File: src/rtl/rsfc_pkg.sv
package rsfc_pkg;
   // Clock and timing
   localparam int unsigned CLK_PERIOD_NS = 5; // System clock period
   localparam int unsigned HOLD_NS = 100; // Internal reset stretch time
   localparam int unsigned HOLD_CYC = (HOLD_NS + CLK_PERIOD_NS - 1) / CLK_PERIOD_NS; // Rounded up
   localparam int unsigned HOLD_W = 8; // Hold counter width
   localparam int unsigned WDT_TICK_DIV = 200; // Watchdog tick divider, cycles
   localparam int unsigned WDT_LIMIT = 1000; // Watchdog ticks to expiry

   ////////////////////////////////////////////////////////////////////////////////
   // Bus
   localparam int unsigned ADDR_W = 12; // APB address width
   localparam logic [11:0] ADDR_STATUS = 12'h000; // Status flags
   localparam logic [11:0] ADDR_CTL_BASE = 12'h004; // First control register
   localparam logic [11:0] ADDR_STACK = 12'h040; // Stack pointer, read only
   localparam logic [11:0] ADDR_EVT = 12'h044; // Event status, write one to clear
   localparam logic [11:0] ADDR_MASK = 12'h048; // Event mask
   localparam logic [11:0] ADDR_PRESC = 12'h04c; // Timer prescaler count
   localparam logic [4:0] WORD_LAST = 5'h13; // Highest mapped word

   ////////////////////////////////////////////////////////////////////////////////
   // Control registers, index order
   localparam int unsigned NCTL = 15; // Number of control registers
   localparam int unsigned CTL_PCL = 0; // program_counter_low
   localparam int unsigned CTL_IRQ_CONTROL_0 = 1; // irq_control_0
   localparam int unsigned CTL_TIMER_CONTROL = 2; // timer_control
   localparam int unsigned CTL_PA = 3; // port_a_data
   localparam int unsigned CTL_PAC = 4; // port_a_direction
   localparam int unsigned CTL_MODE = 12; // clock_mode_select
   // Reset values, index 14 first
   localparam logic [NCTL-1:0][7:0] CTL_RST = {8'h10, 8'h40, 8'h00, 8'h00, 8'h00, 8'hff, 8'hff, 8'h00,
      8'hff, 8'hff, 8'hff, 8'hff, 8'h08, 8'h00, 8'h00};
   // Implemented bits, index 14 first
   localparam logic [NCTL-1:0][7:0] CTL_MASK = {8'hff, 8'hff, 8'h03, 8'h3f, 8'h03, 8'hff, 8'hff, 8'hff,
      8'hff, 8'hff, 8'hff, 8'hff, 8'hdf, 8'h7f, 8'hff};

   ////////////////////////////////////////////////////////////////////////////////
   // Fields
   localparam int unsigned STAT_WDT_BIT = 0; // watchdog_expiry_flag
   localparam int unsigned STAT_PDF_BIT = 1; // powerdown_flag
   localparam int unsigned MODE_SLOW_BIT = 0; // slow_clock_select
   localparam int unsigned TIMER_CONTROL_ON_BIT = 4; // Timer run enable
   localparam int unsigned RC_PIN_BIT = 6; // port_a_bit6, shared with rc_oscillator_input
   localparam int unsigned SP_W = 3; // Stack pointer width
   localparam logic [2:0] SP_TOP = 3'h0; // Top of stack
   localparam int unsigned EVT_W = 4; // Event bits
   localparam int unsigned EVT_PIN = 0; // Pin reset
   localparam int unsigned EVT_LVR = 1; // Undervoltage reset
   localparam int unsigned EVT_WDT_RUN = 2; // Watchdog reset while running
   localparam int unsigned EVT_WDT_HALT = 3; // Watchdog wake from power-down

   // Sequencer states, Gray along idle-hold-release
   typedef enum logic [1:0] {
      RSFC_IDLE = 2'b00,
      RSFC_HOLD = 2'b01,
      RSFC_REL = 2'b11
   } rsfc_state_t;

   // Reset causes
   typedef enum logic [1:0] {
      RSFC_POWERON = 2'b00,
      RSFC_PIN = 2'b01,
      RSFC_WDT_RUN = 2'b11,
      RSFC_WDT_HALT = 2'b10
   } rsfc_cause_t;
endpackage : rsfc_pkg

File: src/rtl/rsfc_watchdog.sv
`timescale 1ns/100ps
module rsfc_watchdog #(
   parameter int unsigned TICK_DIV = rsfc_pkg::WDT_TICK_DIV,
   parameter int unsigned LIMIT = rsfc_pkg::WDT_LIMIT
) (
   input wire logic pclk,
   input wire logic presetn,
   input wire logic clear, // Restart count
   output logic expiry_q // One-cycle expiry pulse
);
   // All watchdog state
   typedef struct packed {
      logic [15:0] div; // Tick divider
      logic [15:0] cnt; // Tick count
      logic expiry; // Expiry pulse
   } rsfc_wdt_t;

   rsfc_wdt_t s_q;
   rsfc_wdt_t s_d;

   ////////////////////////////////////////////////////////////////////////////////
   // Next state
   always_comb begin
      s_d = s_q;
      s_d.expiry = 1'b0;
      if (clear) begin
         // Cleared, counting resumes next cycle
         s_d.div = 16'h0000;
         s_d.cnt = 16'h0000;
      end else if (s_q.div == 16'(TICK_DIV - 1)) begin
         // Tick enable
         s_d.div = 16'h0000;
         if (s_q.cnt == 16'(LIMIT - 1)) begin
            s_d.cnt = 16'h0000;
            s_d.expiry = 1'b1;
         end else begin
            s_d.cnt = s_q.cnt + 16'h0001;
         end
      end else begin
         s_d.div = s_q.div + 16'h0001;
      end
   end

   // State register; counts from power-on release
   always_ff @(posedge pclk or negedge presetn) begin
      if (!presetn) begin
         s_q <= '0;
      end else begin
         s_q <= s_d;
      end
   end

   assign expiry_q = s_q.expiry;
endmodule : rsfc_watchdog

File: src/rtl/rsfc_top.sv
// Functional notes
// - Halted watchdog wake clears program counter, stack
// - Power-on reset reads both flags zero
// - Pin or undervoltage reset keeps both flags
// - Running watchdog reset sets expiry flag
// - Halted watchdog wake leaves both flags one
// - Power-on disables interrupts, zeroes program counter
// - Watchdog cleared at power-on, counts at once
// - Power-on switches timer off
// - Power-on clears timer prescaler
// - Power-on makes every port pin input
// - Power-on puts stack pointer at top
// - Full resets load defaults; halted wake only counter and stack
// - Mode bit selects slow clock; oscillator strapped
// - RC option takes port A bit6 only
// - Halt sets powerdown flag, clears expiry flag
// - Clear-watchdog clears powerdown flag
`timescale 1ns/100ps
module rsfc_top #(
   parameter int unsigned WDT_TICK_DIV = rsfc_pkg::WDT_TICK_DIV,
   parameter int unsigned WDT_LIMIT = rsfc_pkg::WDT_LIMIT
) (
   input wire logic pclk,
   input wire logic presetn,
   input wire logic psel,
   input wire logic penable,
   input wire logic pwrite,
   input wire logic [rsfc_pkg::ADDR_W-1:0] paddr,
   input wire logic [31:0] pwdata,
   input wire logic [3:0] pstrb,
   output logic [31:0] prdata,
   output logic pready,
   output logic pslverr,
   input wire logic external_clear_input, // Pin reset request pulse
   input wire logic undervoltage_clear, // Undervoltage reset request pulse
   input wire logic halt_exec, // Halt instruction executed
   input wire logic clear_watchdog_exec, // Clear-watchdog instruction executed
   input wire logic rc_osc_option, // Main oscillator is external RC
   output logic core_reset_q,
   output logic slow_clock_q,
   output logic rc_oscillator_input_q,
   output logic [7:0] port_a_out_q,
   output logic [7:0] port_a_oe_q,
   output logic irq_q
);
   // All block state
   typedef struct packed {
      rsfc_pkg::rsfc_state_t st; // Sequencer state
      rsfc_pkg::rsfc_cause_t cause; // Pending reset cause
      logic [rsfc_pkg::HOLD_W-1:0] cnt; // Hold counter
      logic core_rst; // Internal reset
      logic halted; // Power-down mode
      logic wdt_flag; // watchdog_expiry_flag
      logic powerdown_flag; // powerdown_flag
      logic [rsfc_pkg::SP_W-1:0] sp; // Stack pointer
      logic [rsfc_pkg::NCTL-1:0][7:0] ctl; // Control registers
      logic [rsfc_pkg::EVT_W-1:0] evt; // Event status
      logic [rsfc_pkg::EVT_W-1:0] mask; // Event mask
      logic [7:0] presc; // Timer prescaler
      logic irq; // Interrupt
      logic pready; // Access phase ready
      logic pslverr; // Unmapped access
      logic [31:0] prdata; // Read data
      logic slow; // Slow clock select out
      logic rc_pin; // Bit6 used as oscillator
      logic [7:0] pa_out; // Port A pin drive
      logic [7:0] pa_oe; // Port A enables
   } rsfc_state_s_t;

   rsfc_state_s_t s_q;
   rsfc_state_s_t s_d;
   logic wdt_expiry; // Watchdog expiry pulse
   logic wdt_clear; // Watchdog restart

   ////////////////////////////////////////////////////////////////////////////////
   // Helpers

   // Word index of a byte address
   function automatic logic [4:0] rsfc_word(input logic [rsfc_pkg::ADDR_W-1:0] a);
      rsfc_word = a[6:2];
   endfunction : rsfc_word

   // Address maps onto a register
   function automatic logic rsfc_hit(input logic [rsfc_pkg::ADDR_W-1:0] a);
      rsfc_hit = (a[1:0] == 2'b00) && (a[rsfc_pkg::ADDR_W-1:7] == '0) && (a[6:2] <= rsfc_pkg::WORD_LAST);
   endfunction : rsfc_hit

   // Control register index of a word
   function automatic logic [3:0] rsfc_ctl_idx(input logic [4:0] w);
      rsfc_ctl_idx = 4'(w - rsfc_word(rsfc_pkg::ADDR_CTL_BASE));
   endfunction : rsfc_ctl_idx

   // Word falls in the control block
   function automatic logic rsfc_is_ctl(input logic [4:0] w);
      rsfc_is_ctl = (w >= rsfc_word(rsfc_pkg::ADDR_CTL_BASE)) && (w < rsfc_word(rsfc_pkg::ADDR_STACK));
   endfunction : rsfc_is_ctl

   ////////////////////////////////////////////////////////////////////////////////
   // Watchdog counter
   rsfc_watchdog #(
      .TICK_DIV(WDT_TICK_DIV),
      .LIMIT(WDT_LIMIT)
   ) u_wdt (
      .pclk(pclk),
      .presetn(presetn),
      .clear(wdt_clear),
      .expiry_q(wdt_expiry)
   );

   // Restart on instruction, halt, or any reset release
   assign wdt_clear = clear_watchdog_exec | halt_exec | (s_q.st == rsfc_pkg::RSFC_REL);

   ////////////////////////////////////////////////////////////////////////////////
   // Next state
   always_comb begin
      logic [4:0] w;
      logic [3:0] ci;
      logic wr;
      logic [rsfc_pkg::EVT_W-1:0] ev_set;
      w = rsfc_word(paddr);
      ci = rsfc_ctl_idx(w);
      wr = psel & penable & s_q.pready & pwrite;
      ev_set = '0;
      s_d = s_q;
      s_d.pready = 1'b0;
      s_d.pslverr = 1'b0;

      // Bus setup phase: latch read data, answer next cycle
      if (psel && !penable && !s_q.pready) begin
         s_d.pready = 1'b1;
         s_d.pslverr = !rsfc_hit(paddr);
         s_d.prdata = 32'h0000_0000;
         if (rsfc_hit(paddr) && !pwrite) begin
            if (w == rsfc_word(rsfc_pkg::ADDR_STATUS)) begin
               // Flags
               s_d.prdata[rsfc_pkg::STAT_WDT_BIT] = s_q.wdt_flag;
               s_d.prdata[rsfc_pkg::STAT_PDF_BIT] = s_q.powerdown_flag;
            end else if (rsfc_is_ctl(w)) begin
               // Control block
               s_d.prdata[7:0] = s_q.ctl[ci];
            end else if (w == rsfc_word(rsfc_pkg::ADDR_STACK)) begin
               s_d.prdata[rsfc_pkg::SP_W-1:0] = s_q.sp;
            end else if (w == rsfc_word(rsfc_pkg::ADDR_EVT)) begin
               s_d.prdata[rsfc_pkg::EVT_W-1:0] = s_q.evt;
            end else if (w == rsfc_word(rsfc_pkg::ADDR_MASK)) begin
               s_d.prdata[rsfc_pkg::EVT_W-1:0] = s_q.mask;
            end else begin
               // Prescaler count
               s_d.prdata[7:0] = s_q.presc;
            end
         end
      end

      // Bus write at completing access edge
      if (wr && rsfc_hit(paddr) && pstrb[0]) begin
         if (rsfc_is_ctl(w)) begin
            s_d.ctl[ci] = pwdata[7:0] & rsfc_pkg::CTL_MASK[ci];
         end else if (w == rsfc_word(rsfc_pkg::ADDR_EVT)) begin
            // Write one to clear
            s_d.evt = s_q.evt & ~pwdata[rsfc_pkg::EVT_W-1:0];
         end else if (w == rsfc_word(rsfc_pkg::ADDR_MASK)) begin
            s_d.mask = pwdata[rsfc_pkg::EVT_W-1:0];
         end
      end

      // Instruction effects, only while running
      if (s_q.st == rsfc_pkg::RSFC_IDLE) begin
         if (clear_watchdog_exec) begin
            s_d.powerdown_flag = 1'b0;
         end
         if (halt_exec) begin
            // Enter power-down; set beats clear
            s_d.powerdown_flag = 1'b1;
            s_d.wdt_flag = 1'b0;
            s_d.halted = 1'b1;
         end
      end

      // Timer prescaler runs only when timer enabled
      if (!s_q.core_rst && s_q.ctl[rsfc_pkg::CTL_TIMER_CONTROL][rsfc_pkg::TIMER_CONTROL_ON_BIT]) begin
         s_d.presc = s_q.presc + 8'h01;
      end

      // Reset sequencer
      case (s_q.st)
         rsfc_pkg::RSFC_IDLE: begin
            if (external_clear_input || undervoltage_clear) begin
               // Pin or undervoltage, awake or halted
               s_d.cause = rsfc_pkg::RSFC_PIN;
               s_d.st = rsfc_pkg::RSFC_HOLD;
               s_d.cnt = '0;
               s_d.core_rst = 1'b1;
               ev_set[rsfc_pkg::EVT_PIN] = external_clear_input;
               ev_set[rsfc_pkg::EVT_LVR] = undervoltage_clear;
            end else if (wdt_expiry) begin
               // Watchdog, kind chosen by power-down mode
               s_d.cause = s_q.halted ? rsfc_pkg::RSFC_WDT_HALT : rsfc_pkg::RSFC_WDT_RUN;
               s_d.st = rsfc_pkg::RSFC_HOLD;
               s_d.cnt = '0;
               s_d.core_rst = 1'b1;
               ev_set[rsfc_pkg::EVT_WDT_HALT] = s_q.halted;
               ev_set[rsfc_pkg::EVT_WDT_RUN] = !s_q.halted;
            end
         end
         rsfc_pkg::RSFC_HOLD: begin
            // Stretch internal reset
            s_d.cnt = s_q.cnt + 1'b1;
            if (s_q.cnt == rsfc_pkg::HOLD_W'(rsfc_pkg::HOLD_CYC - 1)) begin
               s_d.st = rsfc_pkg::RSFC_REL;
            end
         end
         rsfc_pkg::RSFC_REL: begin
            // Apply cause effects in the release cycle
            s_d.st = rsfc_pkg::RSFC_IDLE;
            s_d.core_rst = 1'b0;
            s_d.halted = 1'b0;
            case (s_q.cause)
               rsfc_pkg::RSFC_WDT_HALT: begin
                  // Only counter and stack move
                  s_d.ctl[rsfc_pkg::CTL_PCL] = 8'h00;
                  s_d.sp = '0;
                  s_d.wdt_flag = 1'b1;
               end
               rsfc_pkg::RSFC_WDT_RUN: begin
                  s_d.ctl = rsfc_pkg::CTL_RST;
                  s_d.sp = rsfc_pkg::SP_TOP;
                  s_d.presc = 8'h00;
                  s_d.wdt_flag = 1'b1;
               end
               rsfc_pkg::RSFC_POWERON: begin
                  s_d.ctl = rsfc_pkg::CTL_RST;
                  s_d.sp = rsfc_pkg::SP_TOP;
                  s_d.presc = 8'h00;
                  s_d.wdt_flag = 1'b0;
                  s_d.powerdown_flag = 1'b0;
               end
               default: begin
                  // Pin or undervoltage, flags untouched
                  s_d.ctl = rsfc_pkg::CTL_RST;
                  s_d.sp = rsfc_pkg::SP_TOP;
                  s_d.presc = 8'h00;
               end
            endcase
         end
         default: begin
            s_d.st = rsfc_pkg::RSFC_IDLE;
         end
      endcase

      // Events set after clears, so set wins
      s_d.evt = s_d.evt | ev_set;
      s_d.irq = |(s_d.evt & s_d.mask);

      // Clock select and pin sharing
      s_d.slow = s_d.ctl[rsfc_pkg::CTL_MODE][rsfc_pkg::MODE_SLOW_BIT];
      s_d.rc_pin = rc_osc_option;
      s_d.pa_out = s_d.ctl[rsfc_pkg::CTL_PA];
      s_d.pa_oe = ~s_d.ctl[rsfc_pkg::CTL_PAC]; // Direction one means input
      if (rc_osc_option) begin
         // Bit6 becomes oscillator input, bit5 stays normal I/O
         s_d.pa_out[rsfc_pkg::RC_PIN_BIT] = 1'b0;
         s_d.pa_oe[rsfc_pkg::RC_PIN_BIT] = 1'b0;
      end
   end

   ////////////////////////////////////////////////////////////////////////////////
   // State register; power-on starts held in reset
   always_ff @(posedge pclk or negedge presetn) begin
      if (!presetn) begin
         s_q <= '0;
         s_q.st <= rsfc_pkg::RSFC_HOLD;
         s_q.cause <= rsfc_pkg::RSFC_POWERON;
         s_q.core_rst <= 1'b1;
         s_q.ctl <= rsfc_pkg::CTL_RST;
         s_q.sp <= rsfc_pkg::SP_TOP;
         s_q.pa_out <= 8'hff;
      end else begin
         s_q <= s_d;
      end
   end

   ////////////////////////////////////////////////////////////////////////////////
   // Outputs straight from state
   assign prdata = s_q.prdata;
   assign pready = s_q.pready;
   assign pslverr = s_q.pslverr;
   assign core_reset_q = s_q.core_rst;
   assign slow_clock_q = s_q.slow;
   assign rc_oscillator_input_q = s_q.rc_pin;
   assign port_a_out_q = s_q.pa_out;
   assign port_a_oe_q = s_q.pa_oe;
   assign irq_q = s_q.irq;
endmodule : rsfc_top

File: config.mk
export PLATFORM = sky130hd
export DESIGN_NAME = rsfc_top
export DESIGN_NICKNAME = d
export VERILOG_FILES = /design/src/rtl/rsfc_pkg.sv /design/src/rtl/rsfc_watchdog.sv /design/src/rtl/rsfc_top.sv
export SDC_FILE = /design/constraint.sdc
export NUM_CORES = 1
export LEC_CHECK = 0
export BUFFER_PORTS_ARGS = -buffer_cell sky130_fd_sc_hd__buf_2
export CAP_MARGIN = 15
export CORE_ASPECT_RATIO = 0.6
export CORE_MARGIN = 5
export CORE_UTILIZATION = 50
export DETAILED_ROUTE_END_ITERATION = 6
export PLACE_DENSITY = 0.69
export SYNTH_ARGS = -nofsm -noshare
export SYNTH_HDL_FRONTEND = slang
export SYNTH_SLANG_ARGS = --single-unit
File: constraint.sdc
create_clock -name pclk -period 2.8 [get_ports pclk]
set_clock_uncertainty 0.05 [all_clocks]
set_input_delay 0.56 -clock pclk [delete_from_list [all_inputs] [get_ports pclk]]
set_output_delay 0.56 -clock pclk [all_outputs]
set_load 0.01 [all_outputs]
Word level (Yosys, flattened, before mapping)
Memories as Yosys holds them, arrays and structs flattened.
Index checks and enable logic that the tools add are counted.
Storage, ports and cells
  register bits: 214
  ROM bits: 128
  input port bits: 58
  output and inout port bits: 54
  logic and storage cells: 159
  memories kept: 1
Cells by class
  add/subtract/negate cells: 5
  $lt $le $gt $ge: 5
  equality and inequality tests: 12
  multiplexer cells: 52
  bitwise operators: 11
  reduce and logical (&&, ||, !) cells: 37
Memories
  (name not given): depth 16, width 8, read ports 1, clocked after Yosys merged registers in 0, wr ports 0, RTL line rsfc_top.sv:157  | s_d.ctl[ci] = pwdata[7:0] & rsfc_pkg::CTL_MASK[ci];
Operators by type and width (count)
  $mux W128: 1
  $mux W126: 1
  $bwmux W120: 1
  $mux W120: 1
  $mux W112: 1
  $mux W8: 9
  $mux W34: 1
  $add A16 B1 Y16 const B: 2
  $bmux W8 S4: 1
  $demux W8 S4: 1
  $mux W16: 2
  $mux W32: 1
  $mux W4: 8
  $mux W13: 2
  $mux W17: 1
  $add A8 B1 Y8 const B: 2
  $eq A16 B10 Y1 const B: 1
  $eq A16 B8 Y1 const B: 1
  $pmux W8 S2: 1
  $eq A5 B5 Y1 const B: 3
  $reduce_bool A2 Y1: 7
  $reduce_and A2 Y1: 6
  $logic_and A1 B1 Y1: 10
  $logic_not A5 Y1: 2
  30 further kinds: 56

Longest topological paths before layout
  word-level depth: 12
  mapped depth: 11
  mapped depth without buffers: 7

By module
Synthesis repeated with hierarchy kept, for this count alone.
Unflattened totals
  cell total of the unflattened synthesis: 1083
  area, all modules: 11310.8 µm²
Modules (own cells, without submodules)
  rsfc_top: instances 1, cells each 881, area each 9446.6 µm², sequential area each 4396.7 µm²
  rsfc_watchdog: instances 1, cells each 202, area each 1864.3 µm², sequential area each 825.8 µm²

Worst setup path before layout
OpenSTA, ideal clock, no wires.
  kind: in2reg
  start point: input port paddr[2] (netlist name)
  end point: register s_q, in the netlist prdata[1]
  library setup time: 0.132 ns
  arrival: 3.079 ns
  required time: 2.618 ns
  setup slack: -0.460 ns
  stages: 11
  buffers on the path: 5
  cells stage by stage: buf_2 -> buf_2 -> inv_1 -> ha_1 -> clkbuf_1 -> clkbuf_1 -> clkbuf_1 -> mux2i_1 -> a21oi_1 -> o2111ai_1 -> a31oi_1
Between the ends
  longest elaborated chain between the ends: 7
RTL lines
  start: declaration: RTL line rsfc_top.sv:28  | input wire logic [rsfc_pkg::ADDR_W-1:0] paddr,
  branches (longest 6 deep; another with $sub A4 B1 Y4)
  $mux W8 (*): RTL line rsfc_top.sv:133  | if (rsfc_hit(paddr) && !pwrite) begin
  end: declaration: RTL line rsfc_top.sv:70  | rsfc_state_s_t s_q;
Every way passes the cells marked *. The select of a mux whose other input is x is not followed.
A chain may end at the register's enable or synchronous reset.

Worst setup path in the final report
  start point: register s_q, in the netlist pready
  end point: register s_q, in the netlist prdata[7]
Between the ends
  longest elaborated chain between the ends: 2
RTL lines
  $logic_not A1 Y1: RTL line rsfc_top.sv:129  | if (psel && !penable && !s_q.pready) begin
  $logic_and A1 B1 Y1: RTL line rsfc_top.sv:129
Every way passes these cells.

==> impl_metrics.yaml <==
outcome:
  status: "completed"
placed_design:
  dp.cells: 1460
  hpwl_mm: 22.4
  io_buffers: 60
  gp_congestion: 0.909
  place_ws_ps: -170
yosys:
  syn_area_um2: 11000
  netlist-cell-type-count: 75
  yosysTopAreaCellShare: 0.346
  ys.flop_type: "dfrtp_1"
  netlist_instances: 1112
  synth_warnings: 0
  synth-adder-area-share: 0.0159
  ys_top_cells_by_area: "dfrtp_1, dfstp_2, mux4_2"
  synth_top_family_by_area: "simple AND/OR/NAND/NOR gates"
  synth.avg_cell_area_um2: 9.88
  ys_seq_area_frac: 0.475
  async_flop_share: 1.00
  synth-seq-cells: 206
  synthMuxAreaShare: 0.0832
  synth_edf_count: 0
  synth-simple-area-share: 0.179
  yosysTopAreaCell: "dfrtp_1"
  synth_xor_area_frac: 0.0245
  synth-compound-area-share: 0.153
cells_and_area:
  nFillCells: 1857
  n_antenna_cell: 0
  nNetsFinal: 1270
  area_growth_pct: 15.5
  fin_cells: 1498
  final_util: 0.582
  drive_above_1_share: 0.243
grt:
  grt_max_degree: 81
  gr-total-overflow: 0
  grt_pass1_wl_mm: 50.3
  antenna_found_initial: 1
  grt_pass1_vias: 8614
  grt_use_total: 0.247
sta:
  min_period_ps: 2750
  relSlewSlack: 0.183
  maxSlewViolCount: 0
  finalHoldWorstSlack_ps: 141
  hold_viol: 0
  worst_slew_pin_slew_ps: 1200
  finalSetupViolCount: 0
  timing.final.ws_setup_ps: 45.5
  rsz0062_at_grt: "false"
  timing.fmax_ghz: 0.363
  min_period_over_period: 0.984
critical_path:
  crit_path_end_kind: "flop"
  reg2reg_slack_ps: 50
  critPathLaunchType: "flop"
  cp.arrival_ps: 3150
  crit_fanout: 3
  path_class: "reg -> reg"
  cp.required_ps: 3190
clocking:
  clock-root-buffer: "clkbuf_16"
  cts_buffers: 20
  cts_setup_buffers: 0
  cts_sinks: 206
  insertion_delay_ps: 510
  clkSlewWorstSetupHoldPaths_ps: 70
  ctsResizeCount: 0
  cts_tree: "built"
  htree_levels: 1
  cts_buffer_depth: 3
pwr:
  p_leak_uw: 0.00573
  power.total_uw: 7170
  power_density_nw_per_um2: 565
  worst_ir_drop_vdd_mv: 0.669
floorplanning:
  io_pins: 112
  initial_core_util: 0.504
  rows: 42
  core_area_um2: 21800
  die-height_um: 125
  die_w_um: 201
  die_area_um2: 25100
routing:
  drt_iter0_drc: 1019
  vias: 9092
  viasPerCell: 6.07
  wl_per_cell_um: 21.1
  wirelength_mm: 31.5
  ant_nets: 0
  drc: 0
  first_pass_iters: 5
hold_path:
  hp-class: "in -> reg"
flow_run:
  max_cap_violations: 0
state kept, by name, summed over array words and instances, names as in the netlist, 7 cells and up:
signal	cells
s_q	145
u_wdt.s_q	32
port_a_oe_q	8
prdata	8
port_a_out_q	7
cell usage after synthesis (all sizes together) (9+ instances only):
master     n
dfrtp    152
nand2    102
nor2      84
o21ai     75
a21oi     73
nand3     63
clkbuf    60
buf       59
dfstp     54
mux2i     43
o211ai    31
inv       29
nand4     28
mux4      21
xor2      18
nor3      17
nor4      17
ha        14
or3       14
and2      12
xnor2     11
or2       10
o2bb2ai    9
where the power goes:
group | internal, uW | switching (uW)
clock network | 1680 | 1190
registers | 3150 | 104
logic | 403 | 641
total | 5240 | 1930
critical path, stage by stage (launching register included):
cell and delay (ps):
dfrtp_1 380, or3b_2 540, nor3_1 270, o2111ai_1 200, a2111oi_0 1030, a221o_1 220
cells by family (layout without fill, tap and decap cells):
family | after synthesis | in the layout
flops | 206 | 206
mux | 65 | 65
compound gates | 264 | 264
buf+inv | 148 | 225
xor+xnor | 29 | 29
fa+ha+maj | 14 | 14
simple gates | 385 | 385
other cells | 1 | 24
layout make-up:
type,instances,area (um2),area share
repair buffers,160,1160,0.0916
clock inverters,8,126,0.00996
multi-input cells,781,5150,0.406
flip-flops and latches,206,5220,0.411
well taps,286,358,0.0282
inverters,29,109,0.00858
clock buffers,28,561,0.0442
stage by stage:
stage,cell area [um2],setup TNS [ps]
floorplan,11100,0
global placement,12000,-306
detailed placement,12000,-874
CTS,12700,0
global route,12700,0
finish,12700,0
layout by cell type (no fill, tap or decap), drive strengths merged, types with 10 or more instances in the layout:
master  instances
mux4           21
o21ai          75
nor2           84
nand2         102
ha             14
dfstp          54
nor4           17
and2           12
inv            29
or3            14
nand4          28
or2            10
a21oi          73
xnor2          11
buf           158
conb           24
nand3          63
o211ai         31
dfrtp         152
xor2           18
nor3           17
clkbuf         29
mux2i          43
layer usage:
layer / vias up / global-route usage / wire, um / share of wire
met5: - / 0 / 13 / 0.00041
met4: 2 / 0.0438 / 496 / 0.016
met3: 43 / 0.0781 / 3280 / 0.10
met2: 391 / 0.324 / 12700 / 0.40
met1: 4519 / 0.398 / 15000 / 0.48
li1: 4137 / - / - / -
worst paths after layout:
| path | start | endpoint | cells after the start |
|---|---|---|---|
| max | pready$_DFF_PN0_ | prdata[7]$_DFFE_PN0P_ | 5 |
| min | rc_osc_option | rc_oscillator_input_q$_DFF_PN0_ | 1 |
| max reg2reg | pready$_DFF_PN0_ | prdata[7]$_DFFE_PN0P_ | 5 |
| min reg2reg | u_wdt.s_q[17]$_DFF_PN0_ | u_wdt.s_q[17]$_DFF_PN0_ | 1 |
| max in group asynchronous | presetn | s_q[185]$_DFF_PN1_ | 3 |
| min in group asynchronous | presetn | u_wdt.s_q[20]$_DFF_PN0_ | 2 |
what timing repair did:
item                                    in CTS  in global routing
endpoints found under the setup margin       0                  0
endpoints found under the hold margin       16                  0
hold buffers                                 1                  0
(Power assumes the default switching activity.)
